$ cat src/clock_irq_pkg.sv
package clock_irq_pkg;
  // ==========================================================
  // Overview of operation
  // - interrupt register at offset 0x08, all bits zero after reset
  // - hardware sets stuck flag bit 7 when fast crystal clock stops
  // - writing one to bit 23 clears the stuck flag; zero leaves it
  // - writing one to bit 22 clears third loop stable flag
  // - writing one to bit 21 clears second loop stable flag
  // - writing one to bit 20 clears main loop stable flag
  // - writing one to bit 19 clears fast crystal stable flag
  // - writing one to bit 18 clears fast rc stable flag
  // - writing one to bit 17 clears slow crystal stable flag
  // - writing one to bit 16 clears slow rc stable flag
  // - bit 14 enables third loop stable interrupt
  // - bit 13 enables second loop stable interrupt
  // - bit 12 enables main loop stable interrupt
  // - bit 11 enables fast crystal stable interrupt
  // - bit 10 enables fast rc stable interrupt
  // - bit 9 enables slow crystal stable interrupt
  // - bit 8 enables slow rc stable interrupt
  // - stable flags 6..0 set only on stable event with enable high

  localparam int ADDR_W = 8;
  localparam int DATA_W = 32;
  localparam int NUM_SRC = 7;
  localparam logic [ADDR_W-1:0] CLOCK_EVENT_INTERRUPT_OFFS = 8'h08;
  localparam logic [DATA_W-1:0] CLOCK_EVENT_INTERRUPT_RST = 32'h0000_0000;
  // field positions; source index 6..0 = loop3, loop2, main loop,
  // fast crystal, fast rc, slow crystal, slow rc
  localparam int FLAG_LSB = 0;
  localparam int STUCK_FLAG_POS = 7;
  localparam int ENABLE_LSB = 8;
  localparam int CLEAR_LSB = 16;
  localparam int STUCK_CLEAR_POS = 23;
  localparam logic [NUM_SRC-1:0] FLAGS_RST = 7'h00;
  localparam logic [NUM_SRC-1:0] ENABLES_RST = 7'h00;
endpackage

$ cat src/clock_source_interrupt_reg.sv
`timescale 1ns/100ps
module clock_source_interrupt_reg
  import clock_irq_pkg::*;
(
  input wire logic clk_sys,
  input wire logic nrst,
  input wire logic [ADDR_W-1:0] regAddr,
  input wire logic [DATA_W-1:0] regWdata,
  input wire logic regWrite,
  input wire logic regRead,
  output logic [DATA_W-1:0] regRdata,
  input wire logic [NUM_SRC-1:0] sourceStable,
  input wire logic crystalStopped,
  output logic clockIrq
);
  // ==========================================================
  // register decode
  logic hitWrite;
  logic hitRead;
  logic [NUM_SRC-1:0] clearHit;
  logic stuckClearHit;
  logic [NUM_SRC-1:0] sourceStableD_r;
  logic [NUM_SRC-1:0] stableRise;
  logic [NUM_SRC-1:0] setHit;
  logic [NUM_SRC-1:0] enables_r;
  logic [NUM_SRC-1:0] flags;
  logic stuckFlag;
  logic [DATA_W-1:0] readValue;

  function automatic logic addrHit(input logic [ADDR_W-1:0] a);
    return a == CLOCK_EVENT_INTERRUPT_OFFS;
  endfunction

  assign hitWrite = regWrite && addrHit(regAddr);
  assign hitRead = regRead && addrHit(regAddr);
  // clear bits are write-only strobes; they never hold state
  assign clearHit = hitWrite ?
    regWdata[CLEAR_LSB +: NUM_SRC] : '0;
  assign stuckClearHit = hitWrite && regWdata[STUCK_CLEAR_POS];

  // ==========================================================
  // enables
  always_ff @(posedge clk_sys or negedge nrst) begin
    if (!nrst) begin
      enables_r <= ENABLES_RST;
    end else if (hitWrite) begin
      enables_r <= regWdata[ENABLE_LSB +: NUM_SRC];
    end
  end

  // ==========================================================
  // stable events: a rising stable level is one event, so a source
  // that stays stable does not refire after software clears it
  always_ff @(posedge clk_sys or negedge nrst) begin
    if (!nrst) begin
      sourceStableD_r <= FLAGS_RST;
    end else begin
      sourceStableD_r <= sourceStable;
    end
  end

  assign stableRise = sourceStable & ~sourceStableD_r;
  assign setHit = stableRise & enables_r;

  genvar i;
  generate
    for (i = 0; i < NUM_SRC; i++) begin : g_src
      stable_event_cell u_cell (
        .clk_sys(clk_sys),
        .nrst(nrst),
        .setEvent(setHit[i]),
        .clearEvent(clearHit[i]),
        .flag_r(flags[i])
      );
    end
  endgenerate

  // stuck is a level from the monitor; held high it keeps re-setting
  stable_event_cell u_stuck (
    .clk_sys(clk_sys),
    .nrst(nrst),
    .setEvent(crystalStopped),
    .clearEvent(stuckClearHit),
    .flag_r(stuckFlag)
  );

  // ==========================================================
  // read path; reserved and write-only bits read zero
  always_comb begin
    readValue = CLOCK_EVENT_INTERRUPT_RST;
    readValue[FLAG_LSB +: NUM_SRC] = flags;
    readValue[STUCK_FLAG_POS] = stuckFlag;
    readValue[ENABLE_LSB +: NUM_SRC] = enables_r;
  end

  always_ff @(posedge clk_sys or negedge nrst) begin
    if (!nrst) begin
      regRdata <= CLOCK_EVENT_INTERRUPT_RST;
    end else if (hitRead) begin
      regRdata <= readValue;
    end else begin
      regRdata <= CLOCK_EVENT_INTERRUPT_RST;
    end
  end

  // ==========================================================
  // interrupt request; registered, so one cycle behind the flags
  always_ff @(posedge clk_sys or negedge nrst) begin
    if (!nrst) begin
      clockIrq <= 1'b0;
    end else begin
      clockIrq <= (|flags) || stuckFlag;
    end
  end

  // ==========================================================
  // checks
  resetZero_a: assert property (@(posedge clk_sys)
    $rose(nrst) |-> flags == '0 && !stuckFlag && enables_r == '0)
    else $error("register not zero after reset");

  stuckSet_a: assert property (@(posedge clk_sys)
    disable iff (!nrst) crystalStopped |=> stuckFlag)
    else $error("stuck flag not set");

  stuckClear_a: assert property (@(posedge clk_sys)
    disable iff (!nrst) stuckClearHit && !crystalStopped |=> !stuckFlag)
    else $error("stuck flag not cleared");

  stableClear_a: assert property (@(posedge clk_sys)
    disable iff (!nrst) hitWrite && regWdata[CLEAR_LSB+6] && !setHit[6]
    |=> !flags[6])
    else $error("loop3 flag not cleared");

  zeroNoClear_a: assert property (@(posedge clk_sys)
    disable iff (!nrst) hitWrite && !regWdata[CLEAR_LSB+3] && flags[3]
    |=> flags[3])
    else $error("zero write cleared flag");

  enableStore_a: assert property (@(posedge clk_sys)
    disable iff (!nrst) hitWrite |=> enables_r ==
    $past(regWdata[ENABLE_LSB +: NUM_SRC]))
    else $error("enables not stored");

  gatedSet_a: assert property (@(posedge clk_sys)
    disable iff (!nrst) $rose(flags[2]) |-> $past(setHit[2]))
    else $error("flag set without enabled event");

  irqFollows_a: assert property (@(posedge clk_sys)
    disable iff (!nrst) ((|flags) || stuckFlag) |=> clockIrq)
    else $error("irq missing");

  readBack_a: assert property (@(posedge clk_sys)
    disable iff (!nrst) hitRead |=> regRdata[31:24] == 8'h00
    && regRdata[15] == 1'b0 && regRdata[23:16] == 8'h00)
    else $error("reserved bits not zero");

  // per-source checks so a failure names the oscillator; loop3 clear, fast crystal keep and fast rc gating use the generic checks above

  loop2Clear_a: assert property (@(posedge clk_sys)
    disable iff (!nrst)
    hitWrite && regWdata[CLEAR_LSB+5] && !setHit[5] |=> !flags[5])
    else $error("loop2 flag not cleared");

  mainLoopClear_a: assert property (@(posedge clk_sys)
    disable iff (!nrst)
    hitWrite && regWdata[CLEAR_LSB+4] && !setHit[4] |=> !flags[4])
    else $error("main loop flag not cleared");

  fastCrystalClear_a: assert property (@(posedge clk_sys)
    disable iff (!nrst)
    hitWrite && regWdata[CLEAR_LSB+3] && !setHit[3] |=> !flags[3])
    else $error("fast crystal flag not cleared");

  fastRcClear_a: assert property (@(posedge clk_sys)
    disable iff (!nrst)
    hitWrite && regWdata[CLEAR_LSB+2] && !setHit[2] |=> !flags[2])
    else $error("fast rc flag not cleared");

  slowCrystalClear_a: assert property (@(posedge clk_sys)
    disable iff (!nrst)
    hitWrite && regWdata[CLEAR_LSB+1] && !setHit[1] |=> !flags[1])
    else $error("slow crystal flag not cleared");

  slowRcClear_a: assert property (@(posedge clk_sys)
    disable iff (!nrst)
    hitWrite && regWdata[CLEAR_LSB+0] && !setHit[0] |=> !flags[0])
    else $error("slow rc flag not cleared");

  loop3Keep_a: assert property (@(posedge clk_sys)
    disable iff (!nrst)
    hitWrite && !regWdata[CLEAR_LSB+6] && flags[6] |=> flags[6])
    else $error("zero write cleared loop3 flag");

  loop2Keep_a: assert property (@(posedge clk_sys)
    disable iff (!nrst)
    hitWrite && !regWdata[CLEAR_LSB+5] && flags[5] |=> flags[5])
    else $error("zero write cleared loop2 flag");

  mainLoopKeep_a: assert property (@(posedge clk_sys)
    disable iff (!nrst)
    hitWrite && !regWdata[CLEAR_LSB+4] && flags[4] |=> flags[4])
    else $error("zero write cleared main loop flag");

  fastRcKeep_a: assert property (@(posedge clk_sys)
    disable iff (!nrst)
    hitWrite && !regWdata[CLEAR_LSB+2] && flags[2] |=> flags[2])
    else $error("zero write cleared fast rc flag");

  slowCrystalKeep_a: assert property (@(posedge clk_sys)
    disable iff (!nrst)
    hitWrite && !regWdata[CLEAR_LSB+1] && flags[1] |=> flags[1])
    else $error("zero write cleared slow crystal flag");

  slowRcKeep_a: assert property (@(posedge clk_sys)
    disable iff (!nrst)
    hitWrite && !regWdata[CLEAR_LSB+0] && flags[0] |=> flags[0])
    else $error("zero write cleared slow rc flag");

  stuckKeep_a: assert property (@(posedge clk_sys)
    disable iff (!nrst)
    hitWrite && !regWdata[STUCK_CLEAR_POS] && stuckFlag |=> stuckFlag)
    else $error("zero write cleared stuck flag");

  loop3Enable_a: assert property (@(posedge clk_sys)
    disable iff (!nrst)
    hitWrite |=> enables_r[6] == $past(regWdata[ENABLE_LSB+6]))
    else $error("loop3 enable not stored");

  loop2Enable_a: assert property (@(posedge clk_sys)
    disable iff (!nrst)
    hitWrite |=> enables_r[5] == $past(regWdata[ENABLE_LSB+5]))
    else $error("loop2 enable not stored");

  mainLoopEnable_a: assert property (@(posedge clk_sys)
    disable iff (!nrst)
    hitWrite |=> enables_r[4] == $past(regWdata[ENABLE_LSB+4]))
    else $error("main loop enable not stored");

  fastCrystalEnable_a: assert property (@(posedge clk_sys)
    disable iff (!nrst)
    hitWrite |=> enables_r[3] == $past(regWdata[ENABLE_LSB+3]))
    else $error("fast crystal enable not stored");

  fastRcEnable_a: assert property (@(posedge clk_sys)
    disable iff (!nrst)
    hitWrite |=> enables_r[2] == $past(regWdata[ENABLE_LSB+2]))
    else $error("fast rc enable not stored");

  slowCrystalEnable_a: assert property (@(posedge clk_sys)
    disable iff (!nrst)
    hitWrite |=> enables_r[1] == $past(regWdata[ENABLE_LSB+1]))
    else $error("slow crystal enable not stored");

  slowRcEnable_a: assert property (@(posedge clk_sys)
    disable iff (!nrst)
    hitWrite |=> enables_r[0] == $past(regWdata[ENABLE_LSB+0]))
    else $error("slow rc enable not stored");

  loop3Fires_a: assert property (@(posedge clk_sys)
    disable iff (!nrst)
    stableRise[6] && enables_r[6] |=> flags[6])
    else $error("enabled loop3 event lost");

  loop2Fires_a: assert property (@(posedge clk_sys)
    disable iff (!nrst)
    stableRise[5] && enables_r[5] |=> flags[5])
    else $error("enabled loop2 event lost");

  mainLoopFires_a: assert property (@(posedge clk_sys)
    disable iff (!nrst)
    stableRise[4] && enables_r[4] |=> flags[4])
    else $error("enabled main loop event lost");

  fastCrystalFires_a: assert property (@(posedge clk_sys)
    disable iff (!nrst)
    stableRise[3] && enables_r[3] |=> flags[3])
    else $error("enabled fast crystal event lost");

  fastRcFires_a: assert property (@(posedge clk_sys)
    disable iff (!nrst)
    stableRise[2] && enables_r[2] |=> flags[2])
    else $error("enabled fast rc event lost");

  slowCrystalFires_a: assert property (@(posedge clk_sys)
    disable iff (!nrst)
    stableRise[1] && enables_r[1] |=> flags[1])
    else $error("enabled slow crystal event lost");

  slowRcFires_a: assert property (@(posedge clk_sys)
    disable iff (!nrst)
    stableRise[0] && enables_r[0] |=> flags[0])
    else $error("enabled slow rc event lost");

  loop3Gated_a: assert property (@(posedge clk_sys)
    disable iff (!nrst)
    $rose(flags[6]) |-> $past(setHit[6]))
    else $error("loop3 flag set without enabled event");

  loop2Gated_a: assert property (@(posedge clk_sys)
    disable iff (!nrst)
    $rose(flags[5]) |-> $past(setHit[5]))
    else $error("loop2 flag set without enabled event");

  mainLoopGated_a: assert property (@(posedge clk_sys)
    disable iff (!nrst)
    $rose(flags[4]) |-> $past(setHit[4]))
    else $error("main loop flag set without enabled event");

  fastCrystalGated_a: assert property (@(posedge clk_sys)
    disable iff (!nrst)
    $rose(flags[3]) |-> $past(setHit[3]))
    else $error("fast crystal flag set without enabled event");

  slowCrystalGated_a: assert property (@(posedge clk_sys)
    disable iff (!nrst)
    $rose(flags[1]) |-> $past(setHit[1]))
    else $error("slow crystal flag set without enabled event");

  slowRcGated_a: assert property (@(posedge clk_sys)
    disable iff (!nrst)
    $rose(flags[0]) |-> $past(setHit[0]))
    else $error("slow rc flag set without enabled event");

  irqDrop_a: assert property (@(posedge clk_sys)
    disable iff (!nrst)
    !(|flags) && !stuckFlag |=> !clockIrq)
    else $error("irq held with no flag set");

  readStuck_a: assert property (@(posedge clk_sys)
    disable iff (!nrst)
    hitRead |=> regRdata[STUCK_FLAG_POS] == $past(stuckFlag))
    else $error("stuck flag read wrong");

  readFlags_a: assert property (@(posedge clk_sys)
    disable iff (!nrst)
    hitRead |=> regRdata[FLAG_LSB +: NUM_SRC] == $past(flags))
    else $error("stable flags read wrong");

  readEnables_a: assert property (@(posedge clk_sys)
    disable iff (!nrst)
    hitRead |=> regRdata[ENABLE_LSB +: NUM_SRC] == $past(enables_r))
    else $error("enables read wrong");

  stableEvent_c: cover property (@(posedge clk_sys) disable iff (!nrst)
    setHit[4] ##[1:20] clearHit[4]);
  stuckEvent_c: cover property (@(posedge clk_sys) disable iff (!nrst)
    crystalStopped ##[1:20] stuckClearHit);
  stuckHold_c: cover property (@(posedge clk_sys) disable iff (!nrst)
    stuckFlag [*3]);
  irqDrop_c: cover property (@(posedge clk_sys) disable iff (!nrst)
    $fell(clockIrq));
endmodule

$ cat src/stable_event_cell.sv
`timescale 1ns/100ps
// one sticky event flag with write-one-to-clear; set wins over clear
module stable_event_cell
  import clock_irq_pkg::*;
(
  input wire logic clk_sys,
  input wire logic nrst,
  input wire logic setEvent,
  input wire logic clearEvent,
  output logic flag_r
);
  logic flag_nxt;

  always_comb begin
    flag_nxt = flag_r;
    if (clearEvent) begin
      flag_nxt = 1'b0;
    end
    if (setEvent) begin
      flag_nxt = 1'b1;
    end
  end

  always_ff @(posedge clk_sys or negedge nrst) begin
    if (!nrst) begin
      flag_r <= 1'b0;
    end else begin
      flag_r <= flag_nxt;
    end
  end

  setWinsOverClear_a: assert property (@(posedge clk_sys)
    disable iff (!nrst) setEvent |=> flag_r)
    else $error("event lost against clear");
endmodule

$ cat config.mk
export PLATFORM = sky130hd
export DESIGN_NAME = clock_source_interrupt_reg
export DESIGN_NICKNAME = d
export VERILOG_FILES = /design/src/clock_irq_pkg.sv /design/src/clock_source_interrupt_reg.sv /design/src/stable_event_cell.sv
export SDC_FILE = /design/constraint.sdc
export NUM_CORES = 1
export LEC_CHECK = 0
export ABC_AREA = 1
export BUFFER_PORTS_ARGS = -buffer_cell sky130_fd_sc_hd__buf_2
export CAP_MARGIN = 20
export CELL_PAD_IN_SITES_DETAIL_PLACEMENT = 0
export CELL_PAD_IN_SITES_GLOBAL_PLACEMENT = 1
export CORE_ASPECT_RATIO = 2
export CORE_MARGIN = 1
export CORE_UTILIZATION = 28
export DETAILED_ROUTE_END_ITERATION = 10
export PLACE_DENSITY_LB_ADDON = 0.1
export SLEW_MARGIN = 10
export SYNTH_ARGS = -nofsm -noshare
export SYNTH_HDL_FRONTEND = slang
export SYNTH_SLANG_ARGS = --single-unit
$ cat constraint.sdc
create_clock -name clk_sys -period 0.8 [get_ports clk_sys]
set_input_delay 0.2 -clock clk_sys [delete_from_list [all_inputs] [get_ports clk_sys]]
set_output_delay 0.2 -clock clk_sys [all_outputs]
set_load 0.005 [all_outputs]
=== Word level (Yosys, flattened, before mapping) ===
Index checks and enable logic that the tools add are counted.

* Register bits: 38
* Input bits: 52
* Output and inout port bits: 33
* Word-level logic and storage cells: 47

* Equality and inequality tests: 1
* Multiplexer cells: 18
* Bitwise operators: 3
* Reductions and logical operators: 13

{| class="wikitable"
|+ Operator list
! operator !! count
|-
| 2-to-1 mux 1 bit || 16
|-
| nonzero test 2 bit || 8
|-
| 2-to-1 mux 15 bit || 1
|-
| bitwise AND 7 bit || 2
|-
| == test 8 x 4 -> 1 bit (second input constant) || 1
|-
| 2-to-1 mux 7 bit || 1
|-
| inverter 7 bit || 1
|-
| OR reduction 7 bit || 1
|-
| logical AND 1 bit || 3
|-
| logical OR 1 bit || 1
|}

=== Longest topological paths before layout ===
Gate-level depths: netlist (run 1).

* Word-level depth: 5
* Depth in mapped cells: 8
* Gate-level depth less buffers: 7

=== Hierarchy ===
From an unflattened synthesis (run 1), not the netlist that was laid out.

* Cells, all modules: 198
* Area total of the unflattened synthesis: 1751.7 um^2

{| class="wikitable"
|+ By module, submodules not included
! module !! instances !! cells an instance !! area each (um^2) !! sequential area each (um^2)
|-
| clock_source_interrupt_reg || 1 || 158 || 1431.4 || 750.7
|-
| stable_event_cell || 8 || 5 || 40.0 || 25.0
|}

=== Worst setup path after synthesis (run 1) ===
Ideal clock, no wire load.

* Path type: in2reg
* Start point: input port regAddr[7]
* End point: register g_src[6].u_cell.flag_r
* Setup time: 0.116 ns
* Arrival: 0.867 ns
* Data required time: 0.684 ns
* Setup slack: -0.184 ns
* Cell stages on the path: 7
* Path buffers: 1
* Path through: nor2_1 nand2_1 nor2_4 buf_6 nand3_1 nand2_1 nand2_1

* Word-level cells in the longest chain between the ends: 4

{| class="wikitable"
|+ RTL lines
! element !! line !! RTL
|-
| start: declaration || clock_source_interrupt_reg.sv:7 || <nowiki>input wire logic [ADDR_W-1:0] regAddr,</nowiki>
|-
| == test 8 x 4 -> 1 bit || clock_source_interrupt_reg.sv:31 || <nowiki>return a == CLOCK_EVENT_INTERRUPT_OFFS;</nowiki>
|-
| logical AND 1 bit || clock_source_interrupt_reg.sv:34 || <nowiki>assign hitWrite = regWrite && addrHit(regAddr);</nowiki>
|-
| 2-to-1 mux 7 bit || clock_source_interrupt_reg.sv:37 || <nowiki>assign clearHit = hitWrite ?</nowiki>
|-
| nonzero test 2 bit (no source line) || - ||
|-
| end signal: assignment || stable_event_cell.sv:28 || <nowiki>flag_r <= flag_nxt;</nowiki>
|-
| end: declaration || stable_event_cell.sv:10 || <nowiki>output logic flag_r</nowiki>
|}

Every way passes these cells.
A chain may end at the register's enable or synchronous reset.

=== Worst setup path in the final report (run 1) ===
* Start point: register regRdata[12]
* End point: output port regRdata[12]

{| class="wikitable"
|+ RTL lines
! element !! line !! RTL
|-
| start: declaration || clock_source_interrupt_reg.sv:11 || <nowiki>output logic [DATA_W-1:0] regRdata,</nowiki>
|-
| start signal: assignment || clock_source_interrupt_reg.sv:100 || <nowiki>regRdata <= readValue;</nowiki>
|}

No word-level cell between the ends.

==> results of run 1 <==
## cell families (layout without fill, tap and decap cells)
family | Yosys count | count (layout) | share of synthesized area [%]
buf+inv | 38 | 88 | 14.19
simple gates | 86 | 87 | 24.96
other cells | 1 | 17 | 0.2390
flops | 38 | 38 | 60.61
## per-layer routing
metal / global-route usage, % / vias up / share of wire, %
met1: 14.80 / 553 / 35
met5: 0 / - / 0
met2: 22.29 / 43 / 58
li1: - / 591 / -
met3: 2.260 / 5 / 5.0
met4: 6.964 / 0 / 1.8
## power groups by stage
stage                     Combinational, mW  Sequential, mW  Clock (mW)
final                                 0.671            2.15        1.29
after CTS                             0.639            2.15        1.35
after floorplan                       0.274            2.15           0
after detailed placement              0.586            2.16           0
after global placement                0.585            2.16           0
after global routing                  0.759            2.17        1.41
## layout make-up
type	count	share of cell area, %
Clock buffer	6	3.589
Inverter	17	2.882
Multi-Input combinational cell	104	29.53
Sequential cell	38	41.33
Tap cell	60	3.263
Timing Repair Buffer	65	19.41
## stage by stage
stage	instances	worst slack (ns)	area (sq um)	utilization, %	hold WS (ns)
CTS	288	-0.1977	2086	38.48	0.02015
global placement	280	-0.3579	1938	35.76	0.1794
floorplan	179	-0.1613	1660	-	-0.09559
finish	290	-0.1758	2301	42.45	0.03276
detailed placement	280	-0.3501	1938	35.76	0.1847
global route	290	-0.2177	2301	42.45	0.01821
## final timing paths
kind	depth (start not counted)	end	slack [ns]
worst max-delay path	1	regRdata[12]	-0.18
worst min-delay path	1	sourceStableD_r[5]	0.03
worst max register to register	2	clockIrq	-0.16
worst min register to register	2	enables_r[0]	0.48
max in group asynchronous	3	regRdata[7]	0.20
min in group asynchronous	3	regRdata[10]	0.40
## what timing repair did
item / 4_1_cts / 5_1_grt
setup endpoints to repair: 28 / 47
gates resized for setup: 11 / 41
gates cloned: 1 / 1
endpoints found under the hold margin: 38 / 0
hold buffers: 1 / 0
pin swaps: 5 / 23
buffers inserted: 1 / 2
## worst register-to-register path: cells and delay by family, from the launching register on
family | cells | cell delay (ns)
and+or+nand+nor | 2 | 0.42
DFF | 1 | 0.41
## synthesized netlist by cell type (all sizes together)
master,n
buf,21
conb,1
dfrtp,38
inv,17
nand2,41
nand3,16
nor2,27
nor3,1
nor4,1
## registers in the layout, indices dropped and copies added, names as in the netlist
name	flops
sourceStableD_r	7
clockIrq	1
u_stuck.flag_r	1
regRdata	15
enables_r	7
g_src.u_cell.flag_r	7
==> flow_summary.toml, run 1 <==
[status]
status = "finished with violations"
failed_checks = "setup timing"

[grt]
largest_net_degree_at_the_start_of_global_routing = 39
grt_pass1_wl_mm = 5.589
grt_antenna_before_repair = 0
gr-usage-all-layers_pct = 13.18
grt_remaining_overflow = 0
via_count_of_the_first_global_routing_pass = 1235

[clock_network]
cts.clk_slew.worst_paths_ns = 0.07
worstSkewPairLatency_ns = 0.28
root_buffer = "sky130_fd_sc_hd__clkbuf_8"
cts_tree = "yes"
clockBufferDepth = 2
cts-buffers-inserted = 5
clock_sinks = 38
clock_tree.htree_level_count = 2

[sta]
worst_clock_skew_ns = 0.002782
setup_repair_after_global_routing_missed_its_margin = "true"
timing.final.hold_violations = 0
fmax_mhz = 1025
period_needed_ns = 0.9758
finalSetupTns_ns = -3.791
post-route-worst-setup-slack_ns = -0.1758
maxSlewViolCount = 0
fin_crit_sh_pct = 122.0
finalSetupViolations = 45

[power]
share_clk_of_total_power_pct = 31.4
ir_worst_vdd_mv = 0.9215
cellLeakagePower_nw = 1.151
power.share.sequential_pct = 52.3
cellPowerDensity_nw_per_um2 = 1787
power.share.switching_pct = 26.05
switching_power_summed_over_all_nets_mw = 1.071
internal_power_mw = 3.040
power.share.combinational_pct = 16.3
design_power_total_mw = 4.112

[detailed_routing]
antenna_left = 0
drtPass1Iterations = 2
detail_route.iter0.violations = 3
routed_wl_mm = 3.554
post_drt_wl_per_cell_microns = 12.26
drc = 0
via_count = 1192
vias_per_cell = 4.110

[layout]
layout.cells.most_common = "sky130_fd_sc_hd__buf_2"
syn2layout_area_growth_pct = 46.65
multi_input_comb_area_sq_um = 679.4
nets = 283
mostFrequentLayoutCells = "sky130_fd_sc_hd__buf_2 (46), sky130_fd_sc_hd__dfrtp_1 (38), sky130_fd_sc_hd__nand2_1 (35), sky130_fd_sc_hd__conb_1 (17)"
seq_area_sq_um = 950.9
drive_above_1_share_pct = 50.00
filler_cells = 574
num_antenna_cells = 0

[worst_setup_path]
critical-path-top-delay-family = "flip-flops"
worst_r2r_startpoint = "g_src[3].u_cell.flag_r"
worst_ep_required_time_ns = 0.60
timing.critical_path.buf_inv = 1
timing.setup.critical_path_class = "flip-flop to primary output"
slowest_stage = "sky130_fd_sc_hd__dfrtp_1"
timing.critical_path.from_type = "flip-flop"
end_kind = "primary output"
slowest_delay_ns = 0.37
arrival_ns = 0.78
critical_path_peak_fanout = 1
timing.critical_path.from = "regRdata[12]"
critical_path.cell_chain = "buf_2"

[synth]
synthCells = 163
synthDominantAreaCellType = "sky130_fd_sc_hd__dfrtp_1"
most_area_consuming_cells_after_synthesis = "sky130_fd_sc_hd__dfrtp_1 (61%), sky130_fd_sc_hd__nand2_1 (9.6%), sky130_fd_sc_hd__buf_4 (8.1%)"
synthDominantCellAreaShare_pct = 60.61
synthesis.area_per_instance_sq_um = 9.626
synth-seq-area-share_pct = 60.61
combined_area_of_all_synthesized_cells_sq_um = 1569
yosys_warnings = 0
yosys.cell_types.count = 15
ys_ff_latch = 38

[placed_design]
finalWeightedCongestion = 0.7030
number_of_port_buffers = 50
detailedPlacementHpwl_mm = 2.547

[floorplan]
die_w_microns = 54.93
core-area_sq_um = 5420
placementRows = 38
top_level_pins = 85
start_util_pct = 28.95
die_y_microns = 107.9
die_area_sq_um = 5925

[run]
drv.max_cap_violation_count = 0

[worst_hold_path]
worst_hold_path_type = "input port to flip-flop"
worst_hold_startpoint = "sourceStable[5]"
Note: power is estimated with default switching activity, not from simulation.
==> run 2: changes to the inputs <==
- CORE_UTILIZATION: 28 -> 31
- clock period: 0.8 -> 1.1 ns (I/O delays scaled with it)
==> run 2 against run 1 <==
Against the previous run:
- the run now ends clean
- register-to-register slack better by 0.31 ns
- clock power is 12% lower
- cell area is 15% lower
- global-route usage barely moved
- critical path type unchanged
- critical endpoint is now regRdata[7]
- largest power group unchanged
==> flow_summary.toml, run 2 (synthesized netlist as in run 1, its figures left out) <==
[status]
status = "finished, final reports clean"

[clock_network]
cts_tree = "yes"
worstSkewPairLatency_ns = 0.28
clock_tree.htree_level_count = 2
clock_sinks = 38
cts.clk_slew.worst_paths_ns = 0.07
post_cts_resize_count = 0
clockBufferDepth = 2
cts-buffers-inserted = 5
root_buffer = "sky130_fd_sc_hd__clkbuf_8"
cts_post_setup_buffers_inserted = 0
post_cts_hold_fix_bufs = 1

[grt]
largest_net_degree_at_the_start_of_global_routing = 39
via_count_of_the_first_global_routing_pass = 1159
grt_pass1_wl_mm = 5.106
grt_antenna_before_repair = 0
grt_remaining_overflow = 0
gr-usage-all-layers_pct = 13.16

[layout]
layout.cells.most_common = "sky130_fd_sc_hd__buf_2"
nets = 272
filler_cells = 515
drive_above_1_share_pct = 33.48
post_route_design_area_sq_um = 1953
largest_register_ff_count = 15
layout.core_utilization_pct = 40.15
registers.top_by_ff_count = "regRdata"
num_antenna_cells = 0
finalNonFillerCells = 278
mostFrequentLayoutCells = "sky130_fd_sc_hd__buf_2 (50), sky130_fd_sc_hd__nand2_1 (40), sky130_fd_sc_hd__dfrtp_1 (38), sky130_fd_sc_hd__inv_1 (17), sky130_fd_sc_hd__conb_1 (17)"
syn2layout_area_growth_pct = 24.48

[placed_design]
finalWeightedCongestion = 0.6767
place_area_sq_um = 1834
place_ws_ns = -0.1552
dp_cells = 269
detailedPlacementHpwl_mm = 2.402
number_of_port_buffers = 50

[detailed_routing]
routed_wl_mm = 3.145
antenna_left = 0
vias_per_cell = 4.097
drc = 0
post_drt_wl_per_cell_microns = 11.31
detail_route.iter0.violations = 20
drtPass1Iterations = 4
via_count = 1139

[power]
cellPowerDensity_nw_per_um2 = 1525
cellLeakagePower_nw = 1.081
design_power_total_mw = 2.978
ir_worst_vdd_mv = 0.9598

[worst_setup_path]
reg2regPathDepth = 2
slowest_delay_ns = 0.38
end_kind = "primary output"
rrSetupSlack_ns = 0.15
worst_r2r_startpoint = "g_src[3].u_cell.flag_r"
r2r_end = "clockIrq"
worst-path-stages = 1
critical_path_peak_fanout = 1
arrival_ns = 0.78
timing.setup.critical_path_class = "flip-flop to primary output"
slowest_stage = "sky130_fd_sc_hd__dfrtp_1"
timing.critical_path.buf_inv = 1
critical_path.cell_chain = "buf_2"
critical-path-top-delay-family = "flip-flops"
timing.critical_path.from_type = "flip-flop"
worst_ep_required_time_ns = 0.82

[floorplan]
start_util_pct = 32.25
placementRows = 36
die_y_microns = 102.6
top_level_pins = 85
die_w_microns = 52.31
core-area_sq_um = 4865
die_area_sq_um = 5367

[run]
drv.max_cap_violation_count = 0

[sta]
period_needed_ns = 1.060
worst_clock_skew_ns = 0.004877
maxSlewViolCount = 0
timing.final.hold_violations = 0
finalSetupTns_ns = 0
fin_crit_sh_pct = 96.34
fmax_mhz = 943.6
setup_repair_after_global_routing_missed_its_margin = "false"
finalSetupViolations = 0
fin_hold_ws_ns = 0.1064
post-route-worst-setup-slack_ns = 0.04024

[worst_hold_path]
worst_hold_path_type = "input port to flip-flop"
worst_hold_startpoint = "sourceStable[1]"
hold_path_depth = 1
holdPathEnd = "sourceStableD_r[1]"
-- run 2: layout make-up --
class / count / area [sq um] / area share (%)
Timing Repair Buffer: 55 / 302.8 / 15.50
Sequential cell: 38 / 950.9 / 48.69
Multi-Input combinational cell: 103 / 455.4 / 23.32
Clock buffer: 5 / 68.82 / 3.523
Clock inverter: 3 / 40.04 / 2.050
Inverter: 17 / 63.81 / 3.267
Tap cell: 57 / 71.32 / 3.652
-- run 2: report_power, final --
part	switching [mW]	leakage (nW)	internal (mW)
logic	0.160	0.527	0.114
clock network	0.475	0.0579	0.667
registers	0.0697	0.496	1.49
total	0.705	1.08	2.27
-- run 2: how the worst max path moves through the flow --
stage | start | endpoint
finish | regRdata[7] | regRdata[7]
detailed placement | regAddr[5] | regRdata[14]
global placement | regAddr[7] | regRdata[14]
CTS | regRdata[4] | regRdata[4]
floorplan | regAddr[7] | g_src[6].u_cell.flag_r
global route | regAddr[5] | regRdata[1]
-- run 2: per-layer routing --
layer / GRT usage (%) / part of all wire (%)
met2: 25.32 / 56
met1: 12.59 / 37
met3: 2.212 / 5.1
met4: 6.680 / 2.3
met5: 0 / 0
==> run 3: changes to the inputs <==
==> constraint.sdc (replaced) <==
create_clock -name clk_sys -period 1.1 [get_ports clk_sys]
set_input_delay 0.275 -clock clk_sys [delete_from_list [all_inputs] [get_ports clk_sys]]
set_output_delay 0.275 -clock clk_sys [all_outputs]
set_load 0.05 [all_outputs]
==> run 3 against run 2 <==
Against the previous run:
- final cell count stayed put
- clock skew is 0.00080 ns lower
- non-clock buffer count stayed put
- largest cell class unchanged
- sequential share of layout area is 2.4 points lower
- sequential power hardly changed
- the flow now finishes with violations (setup timing)
- largest power group unchanged
- global-route usage is 0.093 points higher
==> flow_summary.toml, run 3 (synthesized netlist as in run 1, its figures left out) <==
[status]
status = "finished with violations"
failed_checks = "setup timing"

[run]
drv.max_cap_violation_count = 0

[clock_network]
worstSkewPairLatency_ns = 0.28
cts-buffers-inserted = 5
root_buffer = "sky130_fd_sc_hd__clkbuf_8"
cts_tree = "yes"
clock_tree.htree_level_count = 2
cts.clk_slew.worst_paths_ns = 0.07
clockBufferDepth = 2
clock_sinks = 38

[sta]
post-route-worst-setup-slack_ns = -0.008079
period_needed_ns = 1.108
setup_repair_after_global_routing_missed_its_margin = "true"
worst_clock_skew_ns = 0.004081
fin_crit_sh_pct = 100.7
maxSlewViolCount = 0
finalSetupViolations = 1
fmax_mhz = 902.5
fin_hold_ws_ns = 0.1066
finalSetupTns_ns = -0.008079
timing.final.hold_violations = 0

[power]
power.share.sequential_pct = 50.4
ir_worst_vdd_mv = 0.9614
power.share.switching_pct = 26.54
share_clk_of_total_power_pct = 37.0
cellPowerDensity_nw_per_um2 = 1507
internal_power_mw = 2.273
power.share.combinational_pct = 12.6
switching_power_summed_over_all_nets_mw = 0.8214
design_power_total_mw = 3.095
cellLeakagePower_nw = 1.093

[placed_design]
detailedPlacementHpwl_mm = 2.402
number_of_port_buffers = 50
finalWeightedCongestion = 0.6767
dp_cells = 269
place_area_sq_um = 1834
place_ws_ns = -0.1552

[worst_setup_path]
slowest_delay_ns = 0.39
critical_path.cell_chain = "buf_6"
critical_path_peak_fanout = 1
timing.critical_path.from_type = "flip-flop"
critical-path-top-delay-family = "flip-flops"
timing.setup.critical_path_class = "flip-flop to primary output"
arrival_ns = 0.83
end_kind = "primary output"
timing.critical_path.buf_inv = 1
slowest_stage = "sky130_fd_sc_hd__dfrtp_1"
worst_ep_required_time_ns = 0.82

[detailed_routing]
drtPass1Iterations = 4
via_count = 1146
post_drt_wl_per_cell_microns = 11.33
dr_wl_met3_microns = 138
met1_length_mm = 1.146
routed_wl_mm = 3.151
vias_per_cell = 4.122
antenna_left = 0
detail_route.iter0.violations = 16
amount_of_wire_on_met2_after_detailed_routing_mm = 1.793
drc = 0
routed.top_layer = "met4"

[layout]
registers.top_by_ff_count = "regRdata"
num_antenna_cells = 0
drive_above_1_share_pct = 33.48
finalNonFillerCells = 278
mostFrequentLayoutCells = "sky130_fd_sc_hd__nand2_1 (40), sky130_fd_sc_hd__dfrtp_1 (38), sky130_fd_sc_hd__buf_2 (34), sky130_fd_sc_hd__inv_1 (17), sky130_fd_sc_hd__conb_1 (17)"
post_route_design_area_sq_um = 2053
syn2layout_area_growth_pct = 30.86
layout.cells.most_common = "sky130_fd_sc_hd__nand2_1"
filler_cells = 509
nets = 272
layout.core_utilization_pct = 42.21
largest_register_ff_count = 15

[floorplan]
die_w_microns = 52.31
core-area_sq_um = 4865
start_util_pct = 32.25
die_area_sq_um = 5367
top_level_pins = 85
placementRows = 36
die_y_microns = 102.6

[grt]
grt_remaining_overflow = 0
grt_antenna_before_repair = 0
largest_net_degree_at_the_start_of_global_routing = 39
grt_pass1_wl_mm = 5.140
via_count_of_the_first_global_routing_pass = 1152
gr-usage-all-layers_pct = 13.25

[worst_hold_path]
worst_hold_path_type = "input port to flip-flop"
-- run 3: cell counts in the layout (fill, tap and decap cells not counted) --
Identical to the previous run, type by type.
-- run 3: final cells by class --
type                    instances  area (sq um)  area share, %
well taps                      57         71.32          3.473
clock inverters                 3         40.04          1.950
inverters                      17         63.81          3.108
repair buffers                 55         402.9          19.62
flip-flops and latches         38         950.9          46.31
clock buffers                   5         68.82          3.352
multi-input cells             103         455.4          22.18
-- run 3: power groups by stage --
stage               registers, mW  logic (mW)  clock network (mW)
detailed placement           1.59       0.391                   0
floorplan                    1.57       0.311                   0
global placement             1.59       0.383                   0
global route                 1.58       0.444                1.23
CTS                          1.56       0.396                1.18
finish                       1.56       0.390                1.14
-- run 3: path summary, 6_finish.rpt --
check                                       start                  to  slack, ns  cells after the start
setup / recovery                      regRdata[7]         regRdata[7]     -0.008                      1
setup reg to reg           g_src[3].u_cell.flag_r            clockIrq       0.15                      2
min in group asynchronous                    nrst        regRdata[12]       0.48                      3
hold / removal                    sourceStable[1]  sourceStableD_r[1]       0.11                      1
max in group asynchronous                    nrst        enables_r[2]       0.43                      3
hold reg to reg                      enables_r[2]        enables_r[2]       0.47                      2
-- run 3: what timing repair did --
item / 4_1_cts / 5_1_grt
buffers inserted: 0 / 0
endpoints found under the setup margin: 16 / 16
hold endpoints to repair: 38 / 0
resized for setup: 32 / 0
hold buffers: 1 / 0
-- run 3: layer usage --
metal | global-route usage (%) | up-vias
met5 | 0 | -
met4 | 6.680 | 0
met3 | 2.212 | 5
met2 | 25.32 | 46
met1 | 12.89 | 528
li1 | - | 567
